File: config.mk
export PLATFORM = sky130hd
export DESIGN_NAME = acr_cal_regs
export DESIGN_NICKNAME = d
export VERILOG_FILES = /design/src/verilog/acr_pkg.sv /design/src/verilog/acr_phase_delay.sv /design/src/verilog/acr_input_route.sv /design/src/verilog/acr_cal_regs.sv
export SDC_FILE = /design/constraint.sdc
export NUM_CORES = 1
export LEC_CHECK = 0
export BUFFER_PORTS_ARGS = -buffer_cell sky130_fd_sc_hd__clkbuf_2
export CORE_ASPECT_RATIO = 0.75
export CORE_MARGIN = 1.5
export CORE_UTILIZATION = 57
export CTS_CLUSTER_DIAMETER = 80
export DETAILED_ROUTE_END_ITERATION = 16
export MAX_ROUTING_LAYER = met4
export PLACE_DENSITY = 0.84
export RECOVER_POWER = 50
export SLEW_MARGIN = 10
export SYNTH_ARGS = -nofsm -noshare
export SYNTH_HDL_FRONTEND = slang
export SYNTH_SLANG_ARGS = --single-unit
File: constraint.sdc
create_clock -name i_sys_clk -period 6.1 [get_ports i_sys_clk]
set_clock_uncertainty 0.15 [all_clocks]
set_input_delay 0.61 -clock i_sys_clk [delete_from_list [all_inputs] [get_ports i_sys_clk]]
set_output_delay 0.61 -clock i_sys_clk [all_outputs]
set_load 0.03 [all_outputs]
File: src/verilog/acr_pkg.sv
package acr_pkg;

  // register map: printed offsets are word indices, byte address = 4 * index
  localparam int unsigned NUM_REGS         = 6;
  localparam logic [5:0]  IDX_CH1_OFF_HIGH = 6'h0f;
  localparam logic [5:0]  IDX_CH1_OFF_LOW  = 6'h10;
  localparam logic [5:0]  IDX_CH1_GAIN_HIGH = 6'h11;
  localparam logic [5:0]  IDX_CH1_GAIN_LOW = 6'h12;
  localparam logic [5:0]  IDX_CH2_SETUP    = 6'h13;
  localparam logic [5:0]  IDX_CH2_OFF_HIGH = 6'h14;
  localparam logic [5:0]  IDX_FIRST        = IDX_CH1_OFF_HIGH;
  localparam logic [5:0]  IDX_LAST         = IDX_CH2_OFF_HIGH;

  // reset values, ordered by index minus IDX_FIRST
  localparam logic [15:0] RST_ZERO      = 16'h0000;
  localparam logic [15:0] RST_GAIN_HIGH = 16'h8000;
  localparam logic [15:0] RESET_TABLE [NUM_REGS] = '{
    RST_ZERO, RST_ZERO, RST_GAIN_HIGH, RST_ZERO, RST_ZERO, RST_ZERO};

  // writable bits per register; all others are reserved and read zero
  localparam logic [15:0] WMASK_FULL = 16'hffff;
  localparam logic [15:0] WMASK_LOW  = 16'hff00;
  localparam logic [15:0] WMASK_CFG  = 16'hffc7;
  localparam logic [15:0] WMASK_TABLE [NUM_REGS] = '{
    WMASK_FULL, WMASK_LOW, WMASK_FULL, WMASK_LOW, WMASK_CFG, WMASK_FULL};

  // channel setup word fields
  localparam int unsigned PHASE_MSB  = 15;
  localparam int unsigned PHASE_LSB  = 6;
  localparam int unsigned BYPASS_BIT = 2;
  localparam int unsigned SEL_MSB    = 1;
  localparam int unsigned SEL_LSB    = 0;

  // input selector codes and one-hot routes
  localparam logic [1:0] SEL_PINS     = 2'b00;
  localparam logic [1:0] SEL_SHORTED  = 2'b01;
  localparam logic [1:0] SEL_TEST_POS = 2'b10;
  localparam logic [1:0] SEL_TEST_NEG = 2'b11;
  localparam logic [3:0] ROUTE_RESET  = 4'h1;

  // phase delay: signed field plus this bias, plus one, gives modulator ticks to wait
  localparam logic [10:0] PHASE_BIAS = 11'h200;

endpackage

File: src/verilog/acr_phase_delay.sv
`timescale 1ns/1ps
// delays the channel sample strobe by a signed count of modulator ticks
module acr_phase_delay (
  input  wire logic       i_sys_clk,
  input  wire logic       i_reset_n,
  input  wire logic [9:0] i_phase,
  input  wire logic       i_mod_tick,
  input  wire logic       i_ref_strobe,
  output logic            o_strobe
);

  logic [10:0] count_reg;
  logic        active_reg;

  ////////////////////////////////////////////////////////////////////////////
  // phase delay count
  always_ff @(posedge i_sys_clk or negedge i_reset_n) begin
    if (!i_reset_n) begin
      count_reg  <= 11'h000;
      active_reg <= 1'b0;
      o_strobe   <= 1'b0;
    end else begin
      o_strobe <= 1'b0;
      if (i_ref_strobe) begin
        count_reg  <= acr_pkg::PHASE_BIAS + {i_phase[9], i_phase};
        active_reg <= 1'b1;
      end else if (active_reg && i_mod_tick) begin
        if (count_reg == 11'h000) begin
          active_reg <= 1'b0;
          o_strobe   <= 1'b1;
        end else begin
          count_reg <= count_reg - 11'h001;
        end
      end
    end
  end

  a_phase_fire: assert property (@(posedge i_sys_clk)
    disable iff (!i_reset_n)
    o_strobe |-> $past(active_reg && i_mod_tick && count_reg == 11'h000
                       && !i_ref_strobe))
    else $error("sample strobe fired before the delay ran out");

endmodule

File: src/verilog/acr_input_route.sv
`timescale 1ns/1ps
// decodes the channel input selector and the effective dc filter enable
module acr_input_route (
  input  wire logic       i_sys_clk,
  input  wire logic       i_reset_n,
  input  wire logic [1:0] i_select,
  input  wire logic       i_bypass,
  input  wire logic       i_global_dc,
  output logic [3:0]      o_route,
  output logic            o_dc_enable
);

  ////////////////////////////////////////////////////////////////////////////
  // selector to one-hot route
  always_ff @(posedge i_sys_clk or negedge i_reset_n) begin
    if (!i_reset_n) begin
      o_route <= acr_pkg::ROUTE_RESET;
    end else begin
      unique case (i_select)
        acr_pkg::SEL_PINS:     o_route <= 4'h1;
        acr_pkg::SEL_SHORTED:  o_route <= 4'h2;
        acr_pkg::SEL_TEST_POS: o_route <= 4'h4;
        acr_pkg::SEL_TEST_NEG: o_route <= 4'h8;
      endcase
    end
  end

  always_ff @(posedge i_sys_clk or negedge i_reset_n) begin
    if (!i_reset_n) begin
      o_dc_enable <= 1'b0;
    end else begin
      o_dc_enable <= i_bypass ? 1'b0 : i_global_dc;
    end
  end

  a_route_onehot: assert property (@(posedge i_sys_clk)
    disable iff (!i_reset_n)
    ##1 o_route == (4'h1 << $past(i_select)))
    else $error("input route does not match selector");

  a_dc_bypass: assert property (@(posedge i_sys_clk)
    disable iff (!i_reset_n)
    $past(i_bypass) |-> !o_dc_enable)
    else $error("dc filter enabled while channel bypass set");

endmodule

File: src/verilog/acr_cal_regs.sv
`timescale 1ns/1ps
module acr_cal_regs (
  input  wire logic        i_sys_clk,
  input  wire logic        i_reset_n,
  input  wire logic        i_psel,
  input  wire logic        i_penable,
  input  wire logic        i_pwrite,
  input  wire logic [7:0]  i_paddr,
  input  wire logic [31:0] i_pwdata,
  input  wire logic [3:0]  i_pstrb,
  output logic [31:0]      o_prdata,
  output logic             o_pready,
  output logic             o_pslverr,
  input  wire logic        i_global_dc_filter_setting,
  input  wire logic        i_mod_tick,
  input  wire logic        i_conv_ref_strobe,
  output logic [23:0]      o_ch1_offset_corr,
  output logic [23:0]      o_ch1_gain_corr,
  output logic [9:0]       o_ch2_phase_delay,
  output logic             o_ch2_dc_filter_bypass,
  output logic [1:0]       o_ch2_input_select,
  output logic [15:0]      o_ch2_offset_upper_bits,
  output logic             o_ch2_dc_filter_enable,
  output logic [3:0]       o_ch2_input_route,
  output logic             o_ch2_sample_strobe
);

  logic [15:0] regs_q [acr_pkg::NUM_REGS];
  logic [5:0]  idx;
  logic [5:0]  rel;
  logic        hit;
  logic        setup_phase;
  logic        access_fire;
  logic        wr_fire;
  logic [15:0] lane_mask;
  logic [15:0] rd_word;
  logic        written_reg;

  ////////////////////////////////////////////////////////////////////////////
  // address decode: word index from byte address, aligned words only
  assign idx         = i_paddr[7:2];
  assign rel         = idx - acr_pkg::IDX_FIRST;
  assign hit         = (i_paddr[1:0] == 2'b00) && (idx >= acr_pkg::IDX_FIRST)
                       && (idx <= acr_pkg::IDX_LAST);
  assign setup_phase = i_psel && !i_penable;
  assign access_fire = i_psel && i_penable && o_pready;
  assign wr_fire     = access_fire && i_pwrite && hit;
  assign lane_mask   = {{8{i_pstrb[1]}}, {8{i_pstrb[0]}}};

  // read mux over the register array
  always_comb begin
    rd_word = 16'h0000;
    if (hit) begin
      rd_word = regs_q[rel[2:0]];
    end
  end

  ////////////////////////////////////////////////////////////////////////////
  // register storage, one entry per word
  genvar g;
  generate
    for (g = 0; g < acr_pkg::NUM_REGS; g = g + 1) begin : gen_reg
      always_ff @(posedge i_sys_clk or negedge i_reset_n) begin
        if (!i_reset_n) begin
          regs_q[g] <= acr_pkg::RESET_TABLE[g];
        end else if (wr_fire && rel == 6'(g)) begin
          regs_q[g] <= (regs_q[g] & ~(lane_mask & acr_pkg::WMASK_TABLE[g]))
                     | (i_pwdata[15:0] & lane_mask & acr_pkg::WMASK_TABLE[g]);
        end
      end
    end
  endgenerate

  ////////////////////////////////////////////////////////////////////////////
  // apb handshake: one wait-free access phase after every setup
  always_ff @(posedge i_sys_clk or negedge i_reset_n) begin
    if (!i_reset_n) begin
      o_pready <= 1'b0;
    end else begin
      o_pready <= setup_phase;
    end
  end

  // unmapped or unaligned address answers with an error
  always_ff @(posedge i_sys_clk or negedge i_reset_n) begin
    if (!i_reset_n) begin
      o_pslverr <= 1'b0;
    end else begin
      o_pslverr <= setup_phase && !hit;
    end
  end

  always_ff @(posedge i_sys_clk or negedge i_reset_n) begin
    if (!i_reset_n) begin
      o_prdata <= 32'h0000_0000;
    end else if (setup_phase && !i_pwrite) begin
      o_prdata <= {16'h0000, rd_word};
    end else begin
      o_prdata <= 32'h0000_0000;
    end
  end

  ////////////////////////////////////////////////////////////////////////////
  // channel 1 calibration words
  // signed offset
  always_ff @(posedge i_sys_clk or negedge i_reset_n) begin
    if (!i_reset_n) begin
      o_ch1_offset_corr <= {acr_pkg::RST_ZERO, acr_pkg::RST_ZERO[15:8]};
    end else begin
      o_ch1_offset_corr <= {regs_q[0], regs_q[1][15:8]};
    end
  end

  always_ff @(posedge i_sys_clk or negedge i_reset_n) begin
    if (!i_reset_n) begin
      o_ch1_gain_corr <= {acr_pkg::RST_GAIN_HIGH, acr_pkg::RST_ZERO[15:8]};
    end else begin
      o_ch1_gain_corr <= {regs_q[2], regs_q[3][15:8]};
    end
  end

  ////////////////////////////////////////////////////////////////////////////
  // channel 2 setup fields and offset
  // setup fields
  always_ff @(posedge i_sys_clk or negedge i_reset_n) begin
    if (!i_reset_n) begin
      o_ch2_phase_delay      <= 10'h000;
      o_ch2_dc_filter_bypass <= 1'b0;
      o_ch2_input_select     <= acr_pkg::SEL_PINS;
    end else begin
      o_ch2_phase_delay <=
        regs_q[4][acr_pkg::PHASE_MSB:acr_pkg::PHASE_LSB];
      o_ch2_dc_filter_bypass <= regs_q[4][acr_pkg::BYPASS_BIT];
      o_ch2_input_select <= regs_q[4][acr_pkg::SEL_MSB:acr_pkg::SEL_LSB];
    end
  end

  always_ff @(posedge i_sys_clk or negedge i_reset_n) begin
    if (!i_reset_n) begin
      o_ch2_offset_upper_bits <= acr_pkg::RST_ZERO;
    end else begin
      o_ch2_offset_upper_bits <= regs_q[5];
    end
  end

  ////////////////////////////////////////////////////////////////////////////
  // routing and filter control
  acr_input_route u_route (
    .i_sys_clk   (i_sys_clk),
    .i_reset_n   (i_reset_n),
    .i_select    (o_ch2_input_select),
    .i_bypass    (o_ch2_dc_filter_bypass),
    .i_global_dc (i_global_dc_filter_setting),
    .o_route     (o_ch2_input_route),
    .o_dc_enable (o_ch2_dc_filter_enable)
  );

  acr_phase_delay u_phase (
    .i_sys_clk    (i_sys_clk),
    .i_reset_n    (i_reset_n),
    .i_phase      (o_ch2_phase_delay),
    .i_mod_tick   (i_mod_tick),
    .i_ref_strobe (i_conv_ref_strobe),
    .o_strobe     (o_ch2_sample_strobe)
  );

  ////////////////////////////////////////////////////////////////////////////
  // checks: helper flag marks any accepted write to a mapped register since reset
  always_ff @(posedge i_sys_clk or negedge i_reset_n) begin
    if (!i_reset_n) begin
      written_reg <= 1'b0;
    end else if (wr_fire) begin
      written_reg <= 1'b1;
    end
  end

  a_off_high_map: assert property (@(posedge i_sys_clk)
    disable iff (!i_reset_n)
    wr_fire && idx == acr_pkg::IDX_CH1_OFF_HIGH && i_pstrb[1:0] == 2'b11
    |=> ##1 o_ch1_offset_corr[23:8] == $past(i_pwdata[15:0], 2))
    else $error("offset high word not mapped to bits 23:8");

  a_off_low_map: assert property (@(posedge i_sys_clk)
    disable iff (!i_reset_n)
    wr_fire && idx == acr_pkg::IDX_CH1_OFF_LOW && i_pstrb[1]
    |=> ##1 o_ch1_offset_corr[7:0] == $past(i_pwdata[15:8], 2))
    else $error("offset low byte not mapped to bits 7:0");

  a_low_rsvd_zero: assert property (@(posedge i_sys_clk)
    disable iff (!i_reset_n)
    access_fire && !i_pwrite && (idx == acr_pkg::IDX_CH1_OFF_LOW
      || idx == acr_pkg::IDX_CH1_GAIN_LOW)
    |-> o_prdata[7:0] == 8'h00)
    else $error("reserved low byte read nonzero");

  a_gain_high_map: assert property (@(posedge i_sys_clk)
    disable iff (!i_reset_n)
    wr_fire && idx == acr_pkg::IDX_CH1_GAIN_HIGH && i_pstrb[1:0] == 2'b11
    |=> ##1 o_ch1_gain_corr[23:8] == $past(i_pwdata[15:0], 2))
    else $error("gain high word not mapped to bits 23:8");

  a_gain_low_rw: assert property (@(posedge i_sys_clk)
    disable iff (!i_reset_n)
    wr_fire && idx == acr_pkg::IDX_CH1_GAIN_LOW && i_pstrb[1]
    |=> ##1 o_ch1_gain_corr[7:0] == $past(i_pwdata[15:8], 2))
    else $error("gain low byte not written");

  a_gain_unity: assert property (@(posedge i_sys_clk)
    disable iff (!i_reset_n)
    !written_reg |-> o_ch1_gain_corr == 24'h800000)
    else $error("gain not unity after reset");

  a_off_low_rst: assert property (@(posedge i_sys_clk)
    disable iff (!i_reset_n)
    !written_reg |-> o_ch1_offset_corr[7:0] == 8'h00)
    else $error("offset low not zero after reset");

  a_gain_low_rst: assert property (@(posedge i_sys_clk)
    disable iff (!i_reset_n)
    !written_reg |-> o_ch1_gain_corr[7:0] == 8'h00)
    else $error("gain low not zero after reset");

  a_setup_rsvd: assert property (@(posedge i_sys_clk)
    disable iff (!i_reset_n)
    access_fire && !i_pwrite && idx == acr_pkg::IDX_CH2_SETUP
    |-> o_prdata[5:3] == 3'b000)
    else $error("setup reserved bits read nonzero");

  a_setup_rst: assert property (@(posedge i_sys_clk)
    disable iff (!i_reset_n)
    !written_reg |-> o_ch2_phase_delay == 10'h000
      && !o_ch2_dc_filter_bypass && o_ch2_input_select == 2'b00)
    else $error("setup fields not zero after reset");

  a_ch2_off_rst: assert property (@(posedge i_sys_clk)
    disable iff (!i_reset_n)
    !written_reg |-> o_ch2_offset_upper_bits == 16'h0000)
    else $error("channel 2 offset not zero after reset");

  a_rsvd_ignored: assert property (@(posedge i_sys_clk)
    disable iff (!i_reset_n)
    access_fire && !i_pwrite |-> o_prdata[31:16] == 16'h0000)
    else $error("upper read data bits nonzero");

  // checks: reserved storage, byte lanes, field mapping and refusals
  a_rsvd_kept: assert property (@(posedge i_sys_clk)
    disable iff (!i_reset_n)
    regs_q[1][7:0] == 8'h00 && regs_q[3][7:0] == 8'h00
      && regs_q[4][5:3] == 3'b000)
    else $error("reserved storage bits took a written value");

  a_lane_keep: assert property (@(posedge i_sys_clk)
    disable iff (!i_reset_n)
    wr_fire && idx == acr_pkg::IDX_CH1_OFF_HIGH && !i_pstrb[1]
    |=> regs_q[0][15:8] == $past(regs_q[0][15:8]))
    else $error("disabled byte lane changed the offset high word");

  a_ch2_off_map: assert property (@(posedge i_sys_clk)
    disable iff (!i_reset_n)
    wr_fire && idx == acr_pkg::IDX_CH2_OFF_HIGH && i_pstrb[1:0] == 2'b11
    |=> ##1 o_ch2_offset_upper_bits == $past(i_pwdata[15:0], 2))
    else $error("channel 2 offset word not copied to its output");

  a_setup_map: assert property (@(posedge i_sys_clk)
    disable iff (!i_reset_n)
    wr_fire && idx == acr_pkg::IDX_CH2_SETUP && i_pstrb[1:0] == 2'b11
    |=> ##1 o_ch2_phase_delay == $past(i_pwdata[15:6], 2)
      && o_ch2_input_select == $past(i_pwdata[1:0], 2))
    else $error("setup word not mapped to phase and selector");

  a_bypass_map: assert property (@(posedge i_sys_clk)
    disable iff (!i_reset_n)
    wr_fire && idx == acr_pkg::IDX_CH2_SETUP && i_pstrb[0]
    |=> ##1 o_ch2_dc_filter_bypass == $past(i_pwdata[2], 2))
    else $error("bypass bit not mapped to the channel output");

  a_read_back: assert property (@(posedge i_sys_clk)
    disable iff (!i_reset_n)
    access_fire && !i_pwrite && hit && idx == acr_pkg::IDX_CH1_OFF_HIGH
    |-> o_prdata[15:0] == o_ch1_offset_corr[23:8])
    else $error("offset high read back differs from the offset output");

  a_err_reply: assert property (@(posedge i_sys_clk)
    disable iff (!i_reset_n)
    access_fire && !hit
    |-> o_pslverr && o_prdata == 32'h0000_0000)
    else $error("refused address did not answer with an error");

endmodule

# Yosys cells after proc, flatten, opt, wreduce, memory -nomap -nowiden
# Index checks and enable logic that the tools add are counted.
dict set report totals {
  regBits 209
  inputBits 52
  output_inout_bits 117
  elab_cells 95
}
dict set report classes {
  add_sub_neg 3
  order_cmp 3
  eq_ne 9
  muxes 16
  bitwise 17
  n_reduce_logical 27
}
# cell count
set op_table {}
lappend op_table {{$and A16 B16 Y16} 7}
lappend op_table {{$or A16 B16 Y16} 6}
lappend op_table {{$mux W16} 4}
lappend op_table {{$bmux W16 S3} 1}
lappend op_table {{$not A16 Y16} 3}
lappend op_table {{$mux W11} 3}
lappend op_table {{$logic_and A1 B1 Y1} 16}
lappend op_table {{$pmux W4 S4} 1}
lappend op_table {{$eq A6 B2 Y1 const B} 2}
lappend op_table {{$eq A6 B3 Y1 const B} 2}
lappend op_table {{$add A10 B11 Y11 const A} 1}
lappend op_table {{$logic_not A11 Y1} 1}
lappend op_table {{$sub A11 B1 Y11 const B} 1}
lappend op_table {{$mux W1} 7}
lappend op_table {{$eq A6 B1 Y1 const B} 1}
lappend op_table {{$ge A6 B4 Y1 const B} 1}
lappend op_table {{$le A6 B5 Y1 const B} 1}
lappend op_table {{$logic_not A6 Y1} 1}
lappend op_table {{$sub A6 B4 Y6 const B} 1}
lappend op_table {{$eq A2 B2 Y1 const B} 2}
lappend op_table {{$ge A4 B4 Y1 const B} 1}
lappend op_table {{$logic_not A2 Y1} 2}
lappend op_table {{$not A3 Y4} 1}
lappend op_table {{$reduce_and A2 Y1} 2}
lappend op_table {{other kinds (4)} 7}

# Depth between registers and ports, before layout
dict set report depth {
  depth_word 7
  depth_mapped 11
  mapped_depth_nobuf 7
}

# Hierarchy
# A second synthesis with hierarchy kept.
dict set report unflattened {
  cells_unflattened 508
  hier_area_um2 7433.4
}
# mod instances cells_each area_per_inst_um2 seq_area_each_um2
set by_module_without_submodules {}
lappend by_module_without_submodules {acr_cal_regs 1 417 6492.5 4306.6}
lappend by_module_without_submodules {acr_phase_delay 1 81 782.0 325.3}
lappend by_module_without_submodules {acr_input_route 1 10 158.9 126.4}

# Least setup slack after synthesis
# Ideal clock, no wire load.
dict set report synth_path {
  path_kind {input to register}
  startpoint {input i_paddr[2]}
  endpoint {register o_prdata[11]}
  setup_ns 0.132
  arrival_ns 3.011
  t_required_ns 5.818
  setup_slack_ns 2.807
  path_stages 9
  path_buffers 4
  cell_sequence {buf_2 > buf_1 > clkbuf_1 > inv_1 > ha_1 > clkbuf_1 > mux4_2 > a21oi_1 > nor2_1}
}
dict set report synth_via {
  elab_chain_cells 7
  elab_cells_between_ends 11
  cone_classes {add/sub: 1; order compare: 2; mux: 5; bitwise: 1; reduce/logical: 2}
}
# element line
set synth_lines {}
lappend synth_lines {{from (decl)} acr_cal_regs.sv:8} ;# input wire logic [7:0] i_paddr,
lappend synth_lines {{$sub A6 B4 Y6} acr_cal_regs.sv:42} ;# assign rel = idx - acr_pkg::IDX_FIRST;
lappend synth_lines {{$not A3 Y4 (implied by the code)} acr_cal_regs.sv:54} ;# rd_word = regs_q[rel[2:0]];
lappend synth_lines {{$bmux W16 S3} acr_cal_regs.sv:54}
lappend synth_lines {{$mux W16 (implied by the code) (2 in series)} acr_cal_regs.sv:54}
lappend synth_lines {{$mux W16 *} acr_cal_regs.sv:53} ;# if (hit) begin
lappend synth_lines {{$mux W16 *} acr_cal_regs.sv:96} ;# end else if (setup_phase && !i_pwrite) begin
lappend synth_lines {{to (signal assigned)} acr_cal_regs.sv:97} ;# o_prdata <= {16'h0000, rd_word};
lappend synth_lines {{to (decl)} acr_cal_regs.sv:11} ;# output logic [31:0] o_prdata,
# Every way passes the cells marked *; elsewhere a longest branch is shown, timed or not. The select of a mux whose other input is x is not followed.
# A chain may end at the register's enable or synchronous reset.

==> metrics.cfg <==
[outcome]
status=complete, but fails checks
violations=capacitance limit, slew limit

[cells_and_area]
nets=692
area_delta_synth_final_pct=18.6
multi_input_area_um2=2310
final_cell_mix=187 x dfrtp_1, 89 x clkbuf_2, 79 x mux2_2, 46 x clkbuf_1, 20 x nor2_1
nFillCells=879
diodes=0
drive_gt1_share_pct=34.3
layout_commonest_cell=dfrtp_1
seq_area_um2=4760

[sta]
maxSlewViolCount=114
fmax_mhz=281
finalHoldViolations=0
rsz0062_at_grt=no
fin_crit_sh_pct=58.4
setup_viol=0
maxSlewHeadroom_pct=-81.1
tightest_slew_ns=2.72
fin_tns_setup_ns=0
finalCriticalPeriod_ns=3.56

[placed_design]
io_buffer_count=134
hpwl_um=10200
place_congestion=0.857

[hold_path]
hp-class=reg -> reg

[power_and_ir_drop]
finalPower_mw=2.66
ir_drop_uv=271
p_leak_nw=4.37
p_per_area_nw_per_um2=310

[routing]
dr.pass1.iters=4
via_per_inst=5.50
vias=4468
remaining_drc_errors=0
wl_per_cell_um=19.0
wirelength_um=15400
ant_nets=0
initialDrtViolationCount=406

[die]
pin_count=169
start_util_pct=58.6
die_w_um=133
core_um2=12300
die_area_um2=13400
row_count=35
die_h_um=101

[global_routing]
grt_busiest_layer=met2
grt_max_degree=114
grt_pass1_vias=4453
track_usage_pct=25.3
grtUsageMet1_pct=34.2
use_met2_pct=38.7
grt_pass1_wl_um=24400
use_met3_pct=6.13
antenna_found_initial=0
overflow=0

[synth]
syn_area_um2=7240
synthAdderAreaFrac_pct=1.04
synth_top_family_by_area=multiplexers
synth_ff_type=dfrtp_1
synth-xor-area-share_pct=1.21
synth_cell_types=49
synth_compound_area_share_pct=3.75
async_flop_share_pct=100
synth_area_per_cell_um2=14.6
synthMuxAreaShare_pct=17.0
yosys_warnings=0
yosys.area_share.simple_pct=8.02
synth-seq-cells=190
postSynthCellCount=497
synth_edf_count=0
ys_seq_area_share_pct=65.7

[critical_path]
crit_path_max_fanout=39
end_kind=flop
criticalPathCategory=in -> reg
slowest_delay_ns=0.77
cp_cell_sequence=clkbuf_2, ha_1, nand2_1, o22ai_2, and2_0, nand4_1, mux2_2
crit_family=simple AND/OR/NAND/NOR gates
cp-start-kind=input pin
required_ns=6.25
critPathSlowestCell=clkbuf_2
critPathBufInv=1
worstPathArrival_ns=3.72

[flow_run]
max_cap_violations=1

[clocking]
postCtsSetupBuffers=0
clock_latency_ns=0.43
cts.repair.resized=0
htree_levels=4
cts_root_buf=clkbuf_16
cts_tree=done
cts_hold_buf=0
path_clk_slew_ns=0.07
numCtsBuffers=17
cts_sinks=190
clk_path_buf_depth=2

-- path summary, 6_finish.rpt --
check                                           from                    endpoint  slack [ns]  depth (start not counted)
worst max-delay path                      i_paddr[2]                        flop        2.54                          7
worst min-delay path                            flop  o_ch2_offset_upper_bits[5]        0.24                          0
worst max register to register  u_phase.count_reg[0]        u_phase.count_reg[6]        3.73                          7
worst min register to register                  flop  o_ch2_offset_upper_bits[5]        0.24                          0
max in group asynchronous                  i_reset_n  o_ch2_offset_upper_bits[8]        2.82                          2
min in group asynchronous                  i_reset_n          u_route.o_route[1]        0.86                          1
-- where the power goes --
group / internal [mW] / switching, mW
logic: 0.0562 / 0.119
clock network: 0.710 / 0.489
registers: 1.27 / 0.0127
total: 2.04 / 0.620
-- cells by family (layout without fill, tap and decap cells) --
logic type	after synthesis	after routing
buffers and inverters	42	177
muxes	103	103
xor gates and xnor gates	10	10
DFF	190	190
adders and majority gates	6	6
other	1	16
AOI/OAI and AO/OA	44	44
and+or+nand+nor	101	101
-- final cells by class --
cell class              count  share of cell area, %
clock buffers              19                   5.16
clock inverters            13                   2.32
inverters                   8                  0.350
multi-input cells         280                   26.9
flip-flops and latches    190                   55.4
well taps                 166                   2.42
repair buffers            137                   7.41
-- through the flow --
stage | utilization [%] | hold slack [ns] | area (um2) | instances | setup WS [ns]
2_1_floorplan | - | 0.164 | 7300 | 512 | 2.81
3_3_place_gp | 64.9 | 0.216 | 8010 | 781 | 2.31
3_5_place_dp | 64.9 | 0.222 | 8010 | 781 | 2.09
4_1_cts | 70.1 | 0.216 | 8650 | 813 | 2.49
5_1_grt | 69.6 | 0.255 | 8590 | 813 | 2.15
6_report | 69.6 | 0.242 | 8590 | 813 | 2.54
-- cell usage after synthesis (all sizes together) (2+ instances only) --
cell type	n	area share (%)
a211oi	4	0.41
a21oi	16	1.1
a31oi	7	0.60
and2	5	0.43
buf	24	2.3
clkbuf	10	0.54
dfrtp	187	65
dfstp	3	1.1
ha	6	1.0
inv	7	0.36
mux2	81	13
mux2i	14	1.9
mux4	8	2.5
nand2	18	0.93
nand2b	3	0.26
nand3	9	0.62
nand4	4	0.35
nor2	20	1.0
nor2b	9	0.78
nor3	17	1.5
nor3b	4	0.41
nor4b	2	0.66
o21ai	9	0.62
o22a	2	0.24
o22ai	2	0.26
or3	3	0.26
xnor2	6	0.73
xor2	4	0.48
-- layer usage --
layer | up-vias | wire (um)
met5 | - | 0
met4 | 0 | 227
met3 | 22 | 1200
met2 | 199 | 7430
met1 | 2260 | 6560
li1 | 1987 | -
Power figures use the tool's default switching activity.
